===== src/hrt_pkg.sv =====
`default_nettype none
package hrt_pkg;

    // Register byte offsets on the APB port.
    localparam logic [7:0] ADDR_CTL0   = 8'h00;
    localparam logic [7:0] ADDR_CTL1   = 8'h04;
    localparam logic [7:0] ADDR_COUNT  = 8'h08;
    localparam logic [7:0] ADDR_PERIOD = 8'h0C;
    localparam logic [7:0] ADDR_HCTL0  = 8'h10;
    localparam logic [7:0] ADDR_HCTL1  = 8'h14;
    localparam logic [7:0] ADDR_STATUS = 8'h18;

    // Count mode codes.
    localparam logic [1:0] MODE_STOP = 2'h0;
    localparam logic [1:0] MODE_UP   = 2'h1;
    localparam logic [1:0] MODE_CONT = 2'h2;
    localparam logic [1:0] MODE_UPDN = 2'h3;

    // Timer clock mode codes.
    localparam logic [1:0] CLKM_INPUT = 2'h0;
    localparam logic [1:0] CLKM_HIRES = 2'h1;
    localparam logic [1:0] CLKM_AUX   = 2'h2;

    // Counter length codes and their maximum counts.
    localparam logic [1:0]  LEN_16 = 2'h0;
    localparam logic [1:0]  LEN_12 = 2'h1;
    localparam logic [1:0]  LEN_10 = 2'h2;
    localparam logic [1:0]  LEN_8  = 2'h3;
    localparam logic [15:0] MAX_16 = 16'hFFFF;
    localparam logic [15:0] MAX_12 = 16'h0FFF;
    localparam logic [15:0] MAX_10 = 16'h03FF;
    localparam logic [15:0] MAX_8  = 16'h00FF;

    // Generator constants: trim midpoint offset and per-input-clock event counts.
    localparam logic [8:0]  TRIM_BIAS  = 9'h0C0;
    localparam logic [15:0] MULT_8X    = 16'h0008;
    localparam logic [15:0] MULT_16X   = 16'h0010;
    localparam logic [1:0]  HMUL_8X    = 2'h0;

    // Reset value of every register.
    localparam logic [31:0] RESET_WORD = 32'h0000_0000;

    // Control register zero layout.
    typedef struct packed {
        logic [21:0] unused;
        logic [1:0]  length;
        logic        unused_b;
        logic        clear;
        logic [1:0]  mode;
        logic [1:0]  div1;
        logic [1:0]  src;
    } hrt_ctl0_type;

    // Control register one layout.
    typedef struct packed {
        logic [25:0] unused;
        logic        ovf_ie;
        logic [2:0]  div2;
        logic [1:0]  clkmode;
    } hrt_ctl1_type;

    // Generator control zero layout.
    typedef struct packed {
        logic [27:0] unused;
        logic [1:0]  mult;
        logic        regen;
        logic        enable;
    } hrt_hctl0_type;

    // Generator control one layout.
    typedef struct packed {
        logic [16:0] unused;
        logic        coarse;
        logic [1:0]  range;
        logic [4:0]  subrange;
        logic [6:0]  trim;
    } hrt_hctl1_type;

    // Whole state of the timer core.
    typedef struct packed {
        hrt_ctl0_type  ctl0;
        hrt_ctl1_type  ctl1;
        hrt_hctl0_type hctl0;
        hrt_hctl1_type hctl1;
        logic [15:0]   count;
        logic [15:0]   period;
        logic          ovf_flag;
        logic          ccr0_flag;
        logic          ch0_out;
        logic          odd_event;
        logic          down;
        logic [2:0]    div1_cnt;
        logic [2:0]    div2_cnt;
        logic [17:0]   hr_phase;
        logic [15:0]   reg_period;
        logic [15:0]   reg_meas;
        logic [15:0]   reg_phase;
        logic [31:0]   prdata;
        logic          pslverr;
    } hrt_state_type;

endpackage
`default_nettype wire


===== src/hrt_edge_sync.sv =====
`timescale 1ns/10ps
`default_nettype none
module hrt_edge_sync #(
    parameter int WIDTH = 7
) (
    // Clock and reset.
    input  wire logic             clock,
    input  wire logic             rst,
    // Asynchronous pins.
    input  wire logic [WIDTH-1:0] pin,
    // Synchronised level and one-cycle rising-edge pulse.
    output logic      [WIDTH-1:0] level,
    output logic      [WIDTH-1:0] rise
);

    typedef struct packed {
        logic [WIDTH-1:0] meta;
        logic [WIDTH-1:0] sync;
        logic [WIDTH-1:0] last;
    } hrt_sync_type;

    hrt_sync_type s_reg;
    hrt_sync_type s_next;

    // The first stage feeds only the second; edges are taken after it.
    always_comb
    begin
        s_next.meta = pin;
        s_next.sync = s_reg.meta;
        s_next.last = s_reg.sync;
    end

    // State register.
    always_ff @(posedge clock)
    begin
        if (rst)
            s_reg <= '0;
        else
            s_reg <= s_next;
    end

    // Outputs come straight from the second and third stages.
    assign level = s_reg.sync;
    assign rise  = s_reg.sync & ~s_reg.last;

endmodule
`default_nettype wire


===== src/hrt_timer_core.sv =====
`timescale 1ns/10ps
`default_nettype none
module hrt_timer_core #(
    parameter int ADDR_WIDTH = 8
) (
    // Clock and reset.
    input  wire logic                  clock,
    input  wire logic                  rst,
    // APB slave.
    input  wire logic                  psel,
    input  wire logic                  penable,
    input  wire logic                  pwrite,
    input  wire logic [ADDR_WIDTH-1:0] paddr,
    input  wire logic [31:0]           pwdata,
    output logic      [31:0]           prdata,
    output logic                       pready,
    output logic                       pslverr,
    // Clock source pins.
    input  wire logic                  aux_system_clock,
    input  wire logic                  submain_system_clock,
    input  wire logic                  external_timer_clock_input,
    input  wire logic                  alternate_clock_input,
    input  wire logic                  sibling_aux_clock,
    // Event pins.
    input  wire logic                  external_clear_signal,
    input  wire logic                  channel_event,
    // Outputs.
    output logic      [15:0]           timer_count,
    output logic                       channel_zero_output,
    output logic                       odd_channel_event,
    output logic                       overflow_irq
);

    ////////////////////////////////////////////////////////////////////////
    // Pin synchronisers.

    logic [6:0] pin_lvl;
    logic [6:0] pin_rise;

    hrt_edge_sync #(
        .WIDTH (7)
    ) u_sync (
        .clock (clock),
        .rst   (rst),
        .pin   ({channel_event, external_clear_signal, sibling_aux_clock,
                 alternate_clock_input, external_timer_clock_input,
                 submain_system_clock, aux_system_clock}),
        .level (pin_lvl),
        .rise  (pin_rise)
    );

    hrt_pkg::hrt_state_type s_reg;
    hrt_pkg::hrt_state_type s_next;

    ////////////////////////////////////////////////////////////////////////
    // Combinational next state.

    logic [7:0]  addr;
    logic        wr;
    logic        src_tick;
    logic        div_restart;
    logic        stage1_tick;
    logic        div_tick;
    logic        hr_tick;
    logic        tmr_tick;
    logic        clear_evt;
    logic [15:0] maxv;
    logic [15:0] top;
    logic [15:0] nxt;
    logic        ovf_set;
    logic        match_set;
    logic [2:0]  r1;
    logic [15:0] step_base;
    logic [15:0] prod;
    logic [17:0] step18;
    logic [18:0] hr_sum;
    logic [15:0] mult;
    logic [15:0] reg_sum;
    hrt_pkg::hrt_ctl0_type wr_ctl0;

    always_comb
    begin
        s_next = s_reg;
        addr   = 8'(paddr);
        wr     = psel & penable & pwrite;

        case (s_reg.ctl0.length)
            hrt_pkg::LEN_16: maxv = hrt_pkg::MAX_16;
            hrt_pkg::LEN_12: maxv = hrt_pkg::MAX_12;
            hrt_pkg::LEN_10: maxv = hrt_pkg::MAX_10;
            default:         maxv = hrt_pkg::MAX_8;
        endcase

        wr_ctl0   = pwdata;
        clear_evt = pin_lvl[5] |
                    (wr && addr == hrt_pkg::ADDR_CTL0 && wr_ctl0.clear);

        src_tick = pin_rise[s_reg.ctl0.src];

        div_restart = clear_evt | (s_reg.ctl1.clkmode == hrt_pkg::CLKM_HIRES);

        // two divider stages: first 1/2/4/8, second 1 to 8.
        r1          = 3'((4'h1 << s_reg.ctl0.div1) - 4'h1);
        stage1_tick = 1'b0;
        div_tick    = 1'b0;
        if (div_restart)
        begin
            s_next.div1_cnt = 3'h0;
            s_next.div2_cnt = 3'h0;
        end
        else if (src_tick)
        begin
            if (s_reg.div1_cnt >= r1)
            begin
                s_next.div1_cnt = 3'h0;
                stage1_tick     = 1'b1;
            end
            else
                s_next.div1_cnt = s_reg.div1_cnt + 3'h1;
        end
        if (stage1_tick)
        begin
            if (s_reg.div2_cnt >= s_reg.ctl1.div2)
            begin
                s_next.div2_cnt = 3'h0;
                div_tick        = 1'b1;
            end
            else
                s_next.div2_cnt = s_reg.div2_cnt + 3'h1;
        end

        // free-running rate: (range,subrange) scaled by trim+192.
        // Trim 0 gives -25 percent and 127 gives +24.6 percent around 64.
        step_base = 16'({s_reg.hctl1.range, s_reg.hctl1.subrange}) + 16'h0001;
        prod      = 16'(step_base * 16'(hrt_pkg::TRIM_BIAS + 9'(s_reg.hctl1.trim)));
        step18    = s_reg.hctl1.coarse ? {prod, 2'h0} : {2'h0, prod};
        hr_sum    = {1'b0, s_reg.hr_phase} + {1'b0, step18};

        // regulated: measure input period, emit mult events per period.
        // At most one event per system clock, so short input periods saturate.
        mult    = (s_reg.hctl0.mult == hrt_pkg::HMUL_8X) ? hrt_pkg::MULT_8X
                                                         : hrt_pkg::MULT_16X;
        reg_sum = s_reg.reg_phase + mult;
        if (src_tick)
        begin
            s_next.reg_period = s_reg.reg_meas + 16'h0001;
            s_next.reg_meas   = 16'h0000;
        end
        else if (s_reg.reg_meas != 16'hFFFF)
            s_next.reg_meas = s_reg.reg_meas + 16'h0001;

        hr_tick = 1'b0;
        if (!s_reg.hctl0.enable)
        begin
            s_next.hr_phase  = 18'h0;
            s_next.reg_phase = 16'h0;
        end
        else if (s_reg.hctl0.regen)
        begin
            if (s_reg.reg_period != 16'h0000 && reg_sum >= s_reg.reg_period)
            begin
                s_next.reg_phase = reg_sum - s_reg.reg_period;
                hr_tick          = 1'b1;
            end
            else
                s_next.reg_phase = reg_sum;
        end
        else
        begin
            s_next.hr_phase = hr_sum[17:0];
            hr_tick         = hr_sum[18];
        end

        case (s_reg.ctl1.clkmode)
            hrt_pkg::CLKM_INPUT: tmr_tick = div_tick;
            hrt_pkg::CLKM_HIRES: tmr_tick = hr_tick;
            hrt_pkg::CLKM_AUX:   tmr_tick = pin_rise[4];
            default:             tmr_tick = 1'b0;
        endcase

        // count modes; the turn value is the period except in continuous.
        top       = (s_reg.ctl0.mode == hrt_pkg::MODE_CONT) ? maxv
                                                            : (s_reg.period & maxv);
        nxt       = s_reg.count;
        ovf_set   = 1'b0;
        match_set = 1'b0;
        if (tmr_tick && s_reg.ctl0.mode != hrt_pkg::MODE_STOP)
        begin
            if (s_reg.ctl0.mode == hrt_pkg::MODE_UPDN && s_reg.down)
            begin
                if (s_reg.count <= 16'h0001)
                begin
                    nxt           = 16'h0000;
                    s_next.down   = 1'b0;
                    ovf_set       = (s_reg.count == 16'h0001);
                end
                else
                    nxt = s_reg.count - 16'h0001;
            end
            else if (s_reg.count >= top)
            begin
                if (s_reg.ctl0.mode == hrt_pkg::MODE_UPDN && top != 16'h0000)
                begin
                    nxt         = s_reg.count - 16'h0001;
                    s_next.down = 1'b1;
                end
                else
                begin
                    // wrap from terminal value to zero
                    nxt     = 16'h0000;
                    ovf_set = (s_reg.count == top);
                end
            end
            else
            begin
                nxt       = s_reg.count + 16'h0001;
                match_set = (nxt == (s_reg.period & maxv));
            end
        end
        s_next.count = nxt & maxv;

        // channel zero output: match sets, overflow or the external clear pin resets.
        if (pin_lvl[5] | ovf_set)
            s_next.ch0_out = 1'b0;
        else if (match_set)
            s_next.ch0_out = 1'b1;

        // odd channel event with external clear
        s_next.odd_event = pin_lvl[6] | pin_lvl[5];

        // Register writes; flags clear on one but a same-cycle set wins.
        if (wr)
        begin
            case (addr)
                hrt_pkg::ADDR_CTL0:
                begin
                    s_next.ctl0        = pwdata;
                    s_next.ctl0.unused = '0;
                    s_next.ctl0.unused_b = 1'b0;
                    s_next.ctl0.clear  = 1'b0;
                end
                hrt_pkg::ADDR_CTL1:
                begin
                    s_next.ctl1        = pwdata;
                    s_next.ctl1.unused = '0;
                end
                hrt_pkg::ADDR_COUNT:
                begin
                    s_next.count = pwdata[15:0] & maxv;
                    s_next.down  = 1'b0;
                end
                hrt_pkg::ADDR_PERIOD: s_next.period = pwdata[15:0];
                hrt_pkg::ADDR_HCTL0:
                begin
                    s_next.hctl0        = pwdata;
                    s_next.hctl0.unused = '0;
                end
                hrt_pkg::ADDR_HCTL1:
                begin
                    s_next.hctl1        = pwdata;
                    s_next.hctl1.unused = '0;
                end
                hrt_pkg::ADDR_STATUS:
                begin
                    if (pwdata[0])
                        s_next.ovf_flag = 1'b0;
                    if (pwdata[1])
                        s_next.ccr0_flag = 1'b0;
                end
                default: ;
            endcase
        end
        if (ovf_set)
            s_next.ovf_flag = 1'b1;
        if (match_set)
            s_next.ccr0_flag = 1'b1;

        if (clear_evt)
        begin
            s_next.count = 16'h0000;
            s_next.down  = 1'b0;
        end

        // Read data is captured in the setup cycle so prdata is a flop.
        if (psel && !penable)
        begin
            s_next.pslverr = 1'b0;
            case (addr)
                hrt_pkg::ADDR_CTL0:   s_next.prdata = s_reg.ctl0;
                hrt_pkg::ADDR_CTL1:   s_next.prdata = s_reg.ctl1;
                hrt_pkg::ADDR_COUNT:  s_next.prdata = {16'h0000, s_reg.count};
                hrt_pkg::ADDR_PERIOD: s_next.prdata = {16'h0000, s_reg.period};
                hrt_pkg::ADDR_HCTL0:  s_next.prdata = s_reg.hctl0;
                hrt_pkg::ADDR_HCTL1:  s_next.prdata = s_reg.hctl1;
                hrt_pkg::ADDR_STATUS: s_next.prdata = {29'h0, s_reg.ch0_out,
                                                       s_reg.ccr0_flag, s_reg.ovf_flag};
                default:
                begin
                    s_next.prdata  = 32'h0000_0000;
                    s_next.pslverr = 1'b1;
                end
            endcase
        end
    end

    ////////////////////////////////////////////////////////////////////////
    // State register.

    always_ff @(posedge clock)
    begin
        if (rst)
            s_reg <= hrt_pkg::hrt_state_type'(0);
        else
            s_reg <= s_next;
    end

    ////////////////////////////////////////////////////////////////////////
    // Outputs.

    // Zero wait states: every access phase completes at once.
    assign pready              = psel & penable;
    assign pslverr             = psel & penable & s_reg.pslverr;
    assign prdata              = s_reg.prdata;
    assign timer_count         = s_reg.count;
    assign channel_zero_output = s_reg.ch0_out;
    assign odd_channel_event   = s_reg.odd_event;
    assign overflow_irq        = s_reg.ovf_flag & s_reg.ctl1.ovf_ie;

endmodule
`default_nettype wire


===== config.mk =====
export PLATFORM = sky130hd
export DESIGN_NAME = hrt_timer_core
export DESIGN_NICKNAME = d
export VERILOG_FILES = /design/src/hrt_pkg.sv /design/src/hrt_edge_sync.sv /design/src/hrt_timer_core.sv
export SDC_FILE = /design/constraint.sdc
export NUM_CORES = 1
export LEC_CHECK = 0
export ABC_AREA = 1
export BUFFER_PORTS_ARGS = -buffer_cell sky130_fd_sc_hd__buf_2
export CAP_MARGIN = 30
export CELL_PAD_IN_SITES_DETAIL_PLACEMENT = 0
export CELL_PAD_IN_SITES_GLOBAL_PLACEMENT = 1
export CORE_MARGIN = 2
export CORE_UTILIZATION = 48
export DETAILED_ROUTE_END_ITERATION = 8
export GPL_TIMING_DRIVEN = 0
export PLACE_DENSITY_LB_ADDON = 0.1
export SKIP_CTS_REPAIR_TIMING = 1
export SLEW_MARGIN = 20
export SYNTH_ARGS = -nofsm -noshare
export SYNTH_HDL_FRONTEND = slang
export SYNTH_HIERARCHICAL = 1
export SYNTH_SLANG_ARGS = --single-unit

===== constraint.sdc =====
create_clock -name clock -period 19.5 [get_ports clock]
set_input_delay 0 -clock clock [delete_from_list [all_inputs] [get_ports clock]]
set_output_delay 0 -clock clock [all_outputs]
set_load 0.02 [all_outputs]

# Yosys cells after proc, flatten, opt, wreduce, memory -nomap -nowiden
# Cells that the tools add are included.
# classes
add_sub_neg	11
n_mul	1
n_div	0
order_cmp	6
n_eq_ne	16
n_shift	1
mux	50
n_bitwise	14
reduce_logical	35
# ops
cell	n
two-way mux 16 bit	9
one-hot mux 16 bit (7 select lines)	1
AND 16 bit	3
one-hot mux 16 bit (3 select lines)	1
two-way mux 34 bit	1
adder 16 x 1 -> 16 bit (second input constant)	2
equality test 16 bit	2
>= comparator 16 bit	2
nonzero test 16 bit	2
two-way mux 1 bit	29
equality test 8 x 5 -> 1 bit (second input constant)	3
adder 18 x 18 -> 19 bit	1
two-way mux 18 bit	1
adder 16 x 5 -> 16 bit	1
equality test 16 x 1 -> 1 bit (second input constant)	1
equality test 8 x 4 -> 1 bit (second input constant)	2
less-or-equal comparator 16 x 1 -> 1 bit (second input constant)	1
multiplier 8 x 9 -> 16 bit	1
!= test 16 bit (second input constant)	1
nonzero test 2 bit	8
subtractor 16 x 1 -> 16 bit (second input constant)	1
subtractor 16 bit	1
two-way mux 3 bit	4
AND reduction 2 bit	5
other kinds (26)	51
# word_totals
ff_bits	194
latchBits	0
ramBits	0
mem_bits_ro	0
inputBits	52
output_inout_bits	53
mem_count	0

# Logic depth before layout (Yosys ltp)
# Gate-level depths: netlist of the first run.
# logic_depth
depth_word	15
depth_mapped	43

# By module
# Netlist of the first run, hierarchy kept.
# by_module_without_submodules
mod	instances	cells_per_inst	area_per_inst_um2	seq_area_each_um2
hrt_timer_core	1	1956	13281.5	3183.1
hrt_edge_sync	1	79	679.4	420.4

# Worst setup path after synthesis of the first run
# Ideal clock, no wire load.
# synth_path
path_kind	register -> register
startpoint	register s_reg[149] in the netlist's numbering
endpoint	register s_reg[108] in the netlist's numbering
arrival_ps	6477
path_slack_ps	12953
stages_incl_launch_ff	39
period_less_slack_ps	6547
path_cell_list	dfxtp_1 > buf_2 > inv_1 > nor3_1 > nand2_1 > o21ai_0 > nand2_1 > inv_1 > nand2_1 > fa_1 > fa_1 > inv_1 > fa_1 > inv_1 > fa_1 > inv_1 > ha_1 > inv_1 > [... 3 more ...] > a21oi_1 > or2_2 > nand2_1 > nand2_1 > nand3_1 > o21ai_0 > ha_1 > nand2_1 > nor4_1 > nand2_1 > nand3_1 > nand3_1 > nand2_4 > nand2_8 > inv_6 > buf_8 > nand3_2 > a21oi_1
# synth_between
elab_chain_len	11
word_cells_on_any_way	14
classes_between	2 x add/sub; 1 x mul; 6 x mux; 5 x reduce/logical
# synth_lines
item	line_no	text
start, declared	hrt_timer_core.sv:52	hrt_pkg::hrt_state_type s_reg;
start signal, assigned	hrt_timer_core.sv:312	s_reg <= hrt_pkg::hrt_state_type'(0);
start signal, assigned	hrt_timer_core.sv:314	s_reg <= s_next;
adder 7 x 1 -> 8 bit (*)	hrt_timer_core.sv:134	step_base = 16'({s_reg.hctl1.range, s_reg.hctl1.subrange}) + 16'h0001;
multiplier 8 x 9 -> 16 bit (*)	hrt_timer_core.sv:135	prod = 16'(step_base * 16'(hrt_pkg::TRIM_BIAS + 9'(s_reg.hctl1.trim)));
two-way mux 18 bit (*)	hrt_timer_core.sv:136	step18 = s_reg.hctl1.coarse ? {prod, 2'h0} : {2'h0, prod};
adder 18 x 18 -> 19 bit (*)	hrt_timer_core.sv:137	hr_sum = {1'b0, s_reg.hr_phase} + {1'b0, step18};
two-way mux 1 bit (*)	hrt_timer_core.sv:158	else if (s_reg.hctl0.regen)
two-way mux 1 bit (*)	hrt_timer_core.sv:153	if (!s_reg.hctl0.enable)
one-hot mux 1 bit (3 select lines) (*)	hrt_timer_core.sv:174	case (s_reg.ctl1.clkmode)
logical AND 1 bit (*)	hrt_timer_core.sv:187	if (tmr_tick && s_reg.ctl0.mode != hrt_pkg::MODE_STOP)
two-way mux 1 bit (*)	hrt_timer_core.sv:187	
nonzero test 2 bit (no source line)	--	
AND reduction 3 bit (no source line)	--	
# Every way passes the cells marked *; elsewhere a longest branch is shown, timed or not.
# A chain may end at the register's enable or synchronous reset.

# Final worst setup path of the first run
# Same ends and word-level chain as after synthesis.

==> impl_metrics.ini, run 1 <==
[outcome]
outcome = finished with violations
violations = hold timing

[logic_synthesis]
yosysWarnings = 6
synth_area_per_cell_um2 = 6.85
post_synth_inst_count = 2022
mappedNetlistArea_um2 = 13900

[timing]
clock_skew_ps = 17.8
setup-tns-final_ps = 0
post-route-period-util_pct = 40.6
max-slew-margin-rel_pct = 40.3
hold_violations = 2
whs_ps = -17.0
setup-violations-final = 0
period_needed_ps = 7920
tightest_slew_ps = 892
rsz0062_at_grt = no
clock.fmax_mhz = 126
slew_viol_final = 0

[worst_setup_path]
startpoint_type = flop
crit_path_top_delay_cell = fa_1
path_max_fanout = 10
critPathKind = flop to flop
r2r_slack_ps = 11580
crit_required_ps = 19870
path_common_cell = nand2_1
critPathCaptureType = flop
crit_arrival_ps = 8290
max_stage_delay_ps = 550

[placed_design]
port_buffers = 72
gp_congestion = 0.928
place_inst = 2494
placed_cell_area_um2 = 14800
dp_hpwl_mm = 32.6

[global_route]
overflow = 0
antenna_found_initial = 0
grt_max_degree = 21
grt_pass1_wl_mm = 65.3
grt_pass1_vias = 12500
grt_use_total_pct = 27.2

[pwr]
power.density_nw_per_um2 = 50.2
p_leak_nw = 7.57
ir_worst_vdd_mv = 0.0581

[cts]
cts_tree = yes
cts_root_buffer = clkbuf_16
cts.sinks = 178
cts_buffers = 17
path_clk_slew_ps = 90
clk_latency_ps = 450
htree_levels = 4
clockBufferDepth = 2

[layout]
antennaDiodeCount = 0
largest_reg_flops = 125
syn_to_final_growth_pct = 12.9
ff_latch_area_um2 = 3560
multiInputGateArea_um2 = 8580
postLayoutCellArea_um2 = 15700
nets = 2348
finalNonFillerCells = 2551
fill_cells = 2956
drive_gt1_share_pct = 10.1

[die]
initial_utilization_pct = 48.6
die_y_um = 174
row_count = 62
die_w_um = 174
core-area_um2 = 28500
die_area_um2 = 30300
io_pins = 105

[route]
wl_mm = 41.1
antenna_left = 0
vias = 13300
via_per_inst = 5.21
drt_iter0_drc = 990
first_pass_iters = 5
wire_per_inst_um = 16.1
drc = 0

[worst_hold_path]
worstHoldPathType = primary input to flop

[flow_run]
cap_violations = 0
[path summary, 6_finish.rpt]
kind	startpoint	to	depth (start not counted)
min	pwdata[3]	s_reg[113]$_SDFFE_PP0P_	3
min reg2reg	u_sync/s_next[12]$_SDFF_PP0_	u_sync/level[5]$_SDFF_PP0_	2
max	s_reg[149]$_SDFFE_PP0P_	s_reg[108]$_SDFFE_PP0P_	37
max reg2reg	s_reg[149]$_SDFFE_PP0P_	s_reg[108]$_SDFFE_PP0P_	37
[power breakdown]
part	switching [mW]	internal, mW
registers	0.00131	0.366
clock network	0.185	0.188
logic	0.0302	0.0162
[cells in the final DEF, fill, tap and decap left out, types with 50 or more instances in the layout]
master,instances
inv_1,296
dfxtp_1,178
ha_1,98
nand2_1,392
a21oi_1,183
nor2_1,210
buf_2,79
buf_4,50
o21ai_0,154
xor2_1,67
nand3_1,104
[metrics by stage]
step	power, mW	utilization (%)	worst slack (ps)
floorplan	0.401	-	12950
global placement	0.417	51.7	11850
detailed placement	0.417	51.7	11730
CTS	0.786	53.9	11670
global route	0.810	54.8	11020
finish	0.786	54.8	11580
[layer usage]
| metal | share of wire (%) | track usage (%) |
|---|---|---|
| met5 | 0 | 0 |
| met4 | 2.0 | 8.61 |
| met3 | 6.2 | 3.67 |
| met2 | 44 | 42.3 |
| met1 | 48 | 39.0 |
[critical path, delay by kind of cell (launching register included)]
family                   cells  cell delay [ps]
adder cells (fa/ha/maj)      6             2760
AND/OR/NAND/NOR             15             2360
XOR/XNOR                     1              360
buffers and inverters        9              980
flip-flops                   1              340
AO/OA/AOI/OAI                6             1000
[final cells by class]
class / count / area share (%)
multi-input combinational: 1449 / 54.8
sequential: 178 / 22.8
inverter: 307 / 7.39
buffer: 104 / 3.98
timing repair buffer: 97 / 3.90
tap: 384 / 3.07
clock buffer: 17 / 2.72
clock inverter: 15 / 1.37
No activity file was read; power rests on OpenSTA's default activity.
==> inputs of run 2 (changes only) <==
--- a/config.mk
+++ b/config.mk
@@ -11,7 +11,7 @@
 export CELL_PAD_IN_SITES_DETAIL_PLACEMENT = 0
 export CELL_PAD_IN_SITES_GLOBAL_PLACEMENT = 1
 export CORE_MARGIN = 2
-export CORE_UTILIZATION = 48
+export CORE_UTILIZATION = 40
 export DETAILED_ROUTE_END_ITERATION = 8
 export GPL_TIMING_DRIVEN = 0
 export PLACE_DENSITY_LB_ADDON = 0.1
==> constraint.sdc (replaced) <==
create_clock -name clock -period 7 [get_ports clock]
set_input_delay 0 -clock clock [delete_from_list [all_inputs] [get_ports clock]]
set_output_delay 0 -clock clock [all_outputs]
set_load 0.02 [all_outputs]
==> run 2 against run 1 <==
Against the previous run:
- the run still ends with hold timing left
- highest routed layer unchanged
- clock power rose to 2.7 times the previous value
- cell area rose by 2.6%
- sequential power rose to 2.8 times the previous value
- power rose to 2.8 times the previous value
- maximum frequency rose by 18%
- global-route usage fell by 3.4 points
- critical path depth fell by 1
- non-clock buffer count rose by 13
==> impl_metrics.ini, run 2 (same netlist as run 1, synthesis figures left out) <==
[outcome]
outcome = finished with violations
violations = hold timing

[route]
drc = 0
drt_iter0_drc = 815
first_pass_iters = 5
vias = 13200
wire_per_inst_um = 16.4
antenna_left = 0
wl_mm = 43.3
via_per_inst = 5.01

[global_route]
grt_max_degree = 20
overflow = 0
antenna_found_initial = 0
grt_pass1_wl_mm = 66.8
grt_use_total_pct = 23.8
grt_pass1_vias = 12200

[timing]
clock_skew_ps = 14.7
slew_viol_final = 0
setup_ws_ps = 300
clock.fmax_mhz = 149
max-slew-margin-rel_pct = 39.2
setup-violations-final = 0
whs_ps = -41.8
period_needed_ps = 6700
tightest_slew_ps = 908
post-route-period-util_pct = 95.7
hold_violations = 2

[placed_design]
dpl_worst_slack_ps = -886
port_buffers = 72
dp_hpwl_mm = 34.5
gp_congestion = 0.893

[layout]
syn_to_final_growth_pct = 15.9
largest_reg_flops = 125
utilization_pct = 46.7
drive_gt1_share_pct = 12.8
mostFrequentLayoutCells = 382 x nand2_1, 291 x inv_1, 204 x nor2_1, 178 x a21oi_1, 176 x dfxtp_1
mostFrequentLayoutCell = nand2_1
nets = 2361

[die]
row_count = 68
initial_utilization_pct = 40.3
core-area_um2 = 34400
io_pins = 105
die_y_um = 190
die_area_um2 = 36200
die_w_um = 190

[worst_setup_path]
critPathCaptureType = flop
critPathKind = flop to flop
crit_arrival_ps = 7070
crit_required_ps = 7370
path_max_fanout = 10
startpoint_type = flop
r2r_slack_ps = 300
crit_path_top_delay_cell = fa_2
max_stage_delay_ps = 590
path_common_cell = nand2_1

[pwr]
p_leak_nw = 7.66
clockPowerShare_pct = 46.8
fin_total_pwr_mw = 2.16
power.density_nw_per_um2 = 135
p_comb_share_pct = 6.0
p_sw_uw = 583
p_seq_share_pct = 47.3
p_int_mw = 1.58
power.share.switching_pct = 26.9
ir_worst_vdd_mv = 0.170

[cts]
cts_buffers = 17
path_clk_slew_ps = 70
cts_root_buffer = clkbuf_16
clk_latency_ps = 450
cts.sinks = 178
clockBufferDepth = 2
htree_levels = 4
cts_tree = yes

[worst_hold_path]
worstHoldPathType = primary input to flop

[flow_run]
cap_violations = 0
[run 2: per-layer routing]
metal	share of wire [%]	vias up	track usage [%]
met2	44	294	37.4
met1	50	6140	34.4
li1	-	6755	-
met3	4.6	34	3.41
met5	0	-	0
met4	1.5	0	5.49
[run 2: worst paths after layout]
kind | cells past startpoint | endpoint | from
worst max-delay path | 36 | s_reg[108]$_SDFFE_PP0P_ | s_reg[149]$_SDFFE_PP0P_
worst min-delay path | 3 | s_reg[0]$_SDFFE_PP0P_ | paddr[4]
worst max register to register | 36 | s_reg[108]$_SDFFE_PP0P_ | s_reg[149]$_SDFFE_PP0P_
worst min register to register | 2 | u_sync/level[6]$_SDFF_PP0_ | u_sync/s_next[13]$_SDFF_PP0_
[run 2: layout make-up]
class	count	area (um2)
clock buffers	17	425
repair buffers	111	731
clock inverters	15	190
diodes	2	5.00
plain buffers	103	634
flip-flops and latches	178	3570
inverters	307	1160
multi-input cells	1449	8780
fillers	3602	18300
well taps	455	569
[run 2: per-stage QoR]
stage               cells  area, um2  setup TNS [ps]
floorplan            2038      13900               0
global placement     2565      14900          -12500
detailed placement   2565      14900          -15270
CTS                  2597      15500          -16150
global route         2635      16100            -214
finish               2637      16100               0
[run 2: critical path, delay by kind of cell, from the launching register on]
kind	cells	cell delay, ps
buffers and inverters	7	670
flip-flops	1	340
AO/OA/AOI/OAI	4	510
AND/OR/NAND/NOR	19	2410
adder cells (fa/ha/maj)	6	2690
[run 2: power by group through the flow]
stage | logic [mW] | registers [mW] | clock network (mW)
floorplan | 0.0721 | 1.05 | 0
global placement | 0.117 | 1.05 | 0
detailed placement | 0.117 | 1.05 | 0
CTS | 0.117 | 1.02 | 1.03
global route | 0.141 | 1.02 | 1.07
finish | 0.129 | 1.02 | 1.01
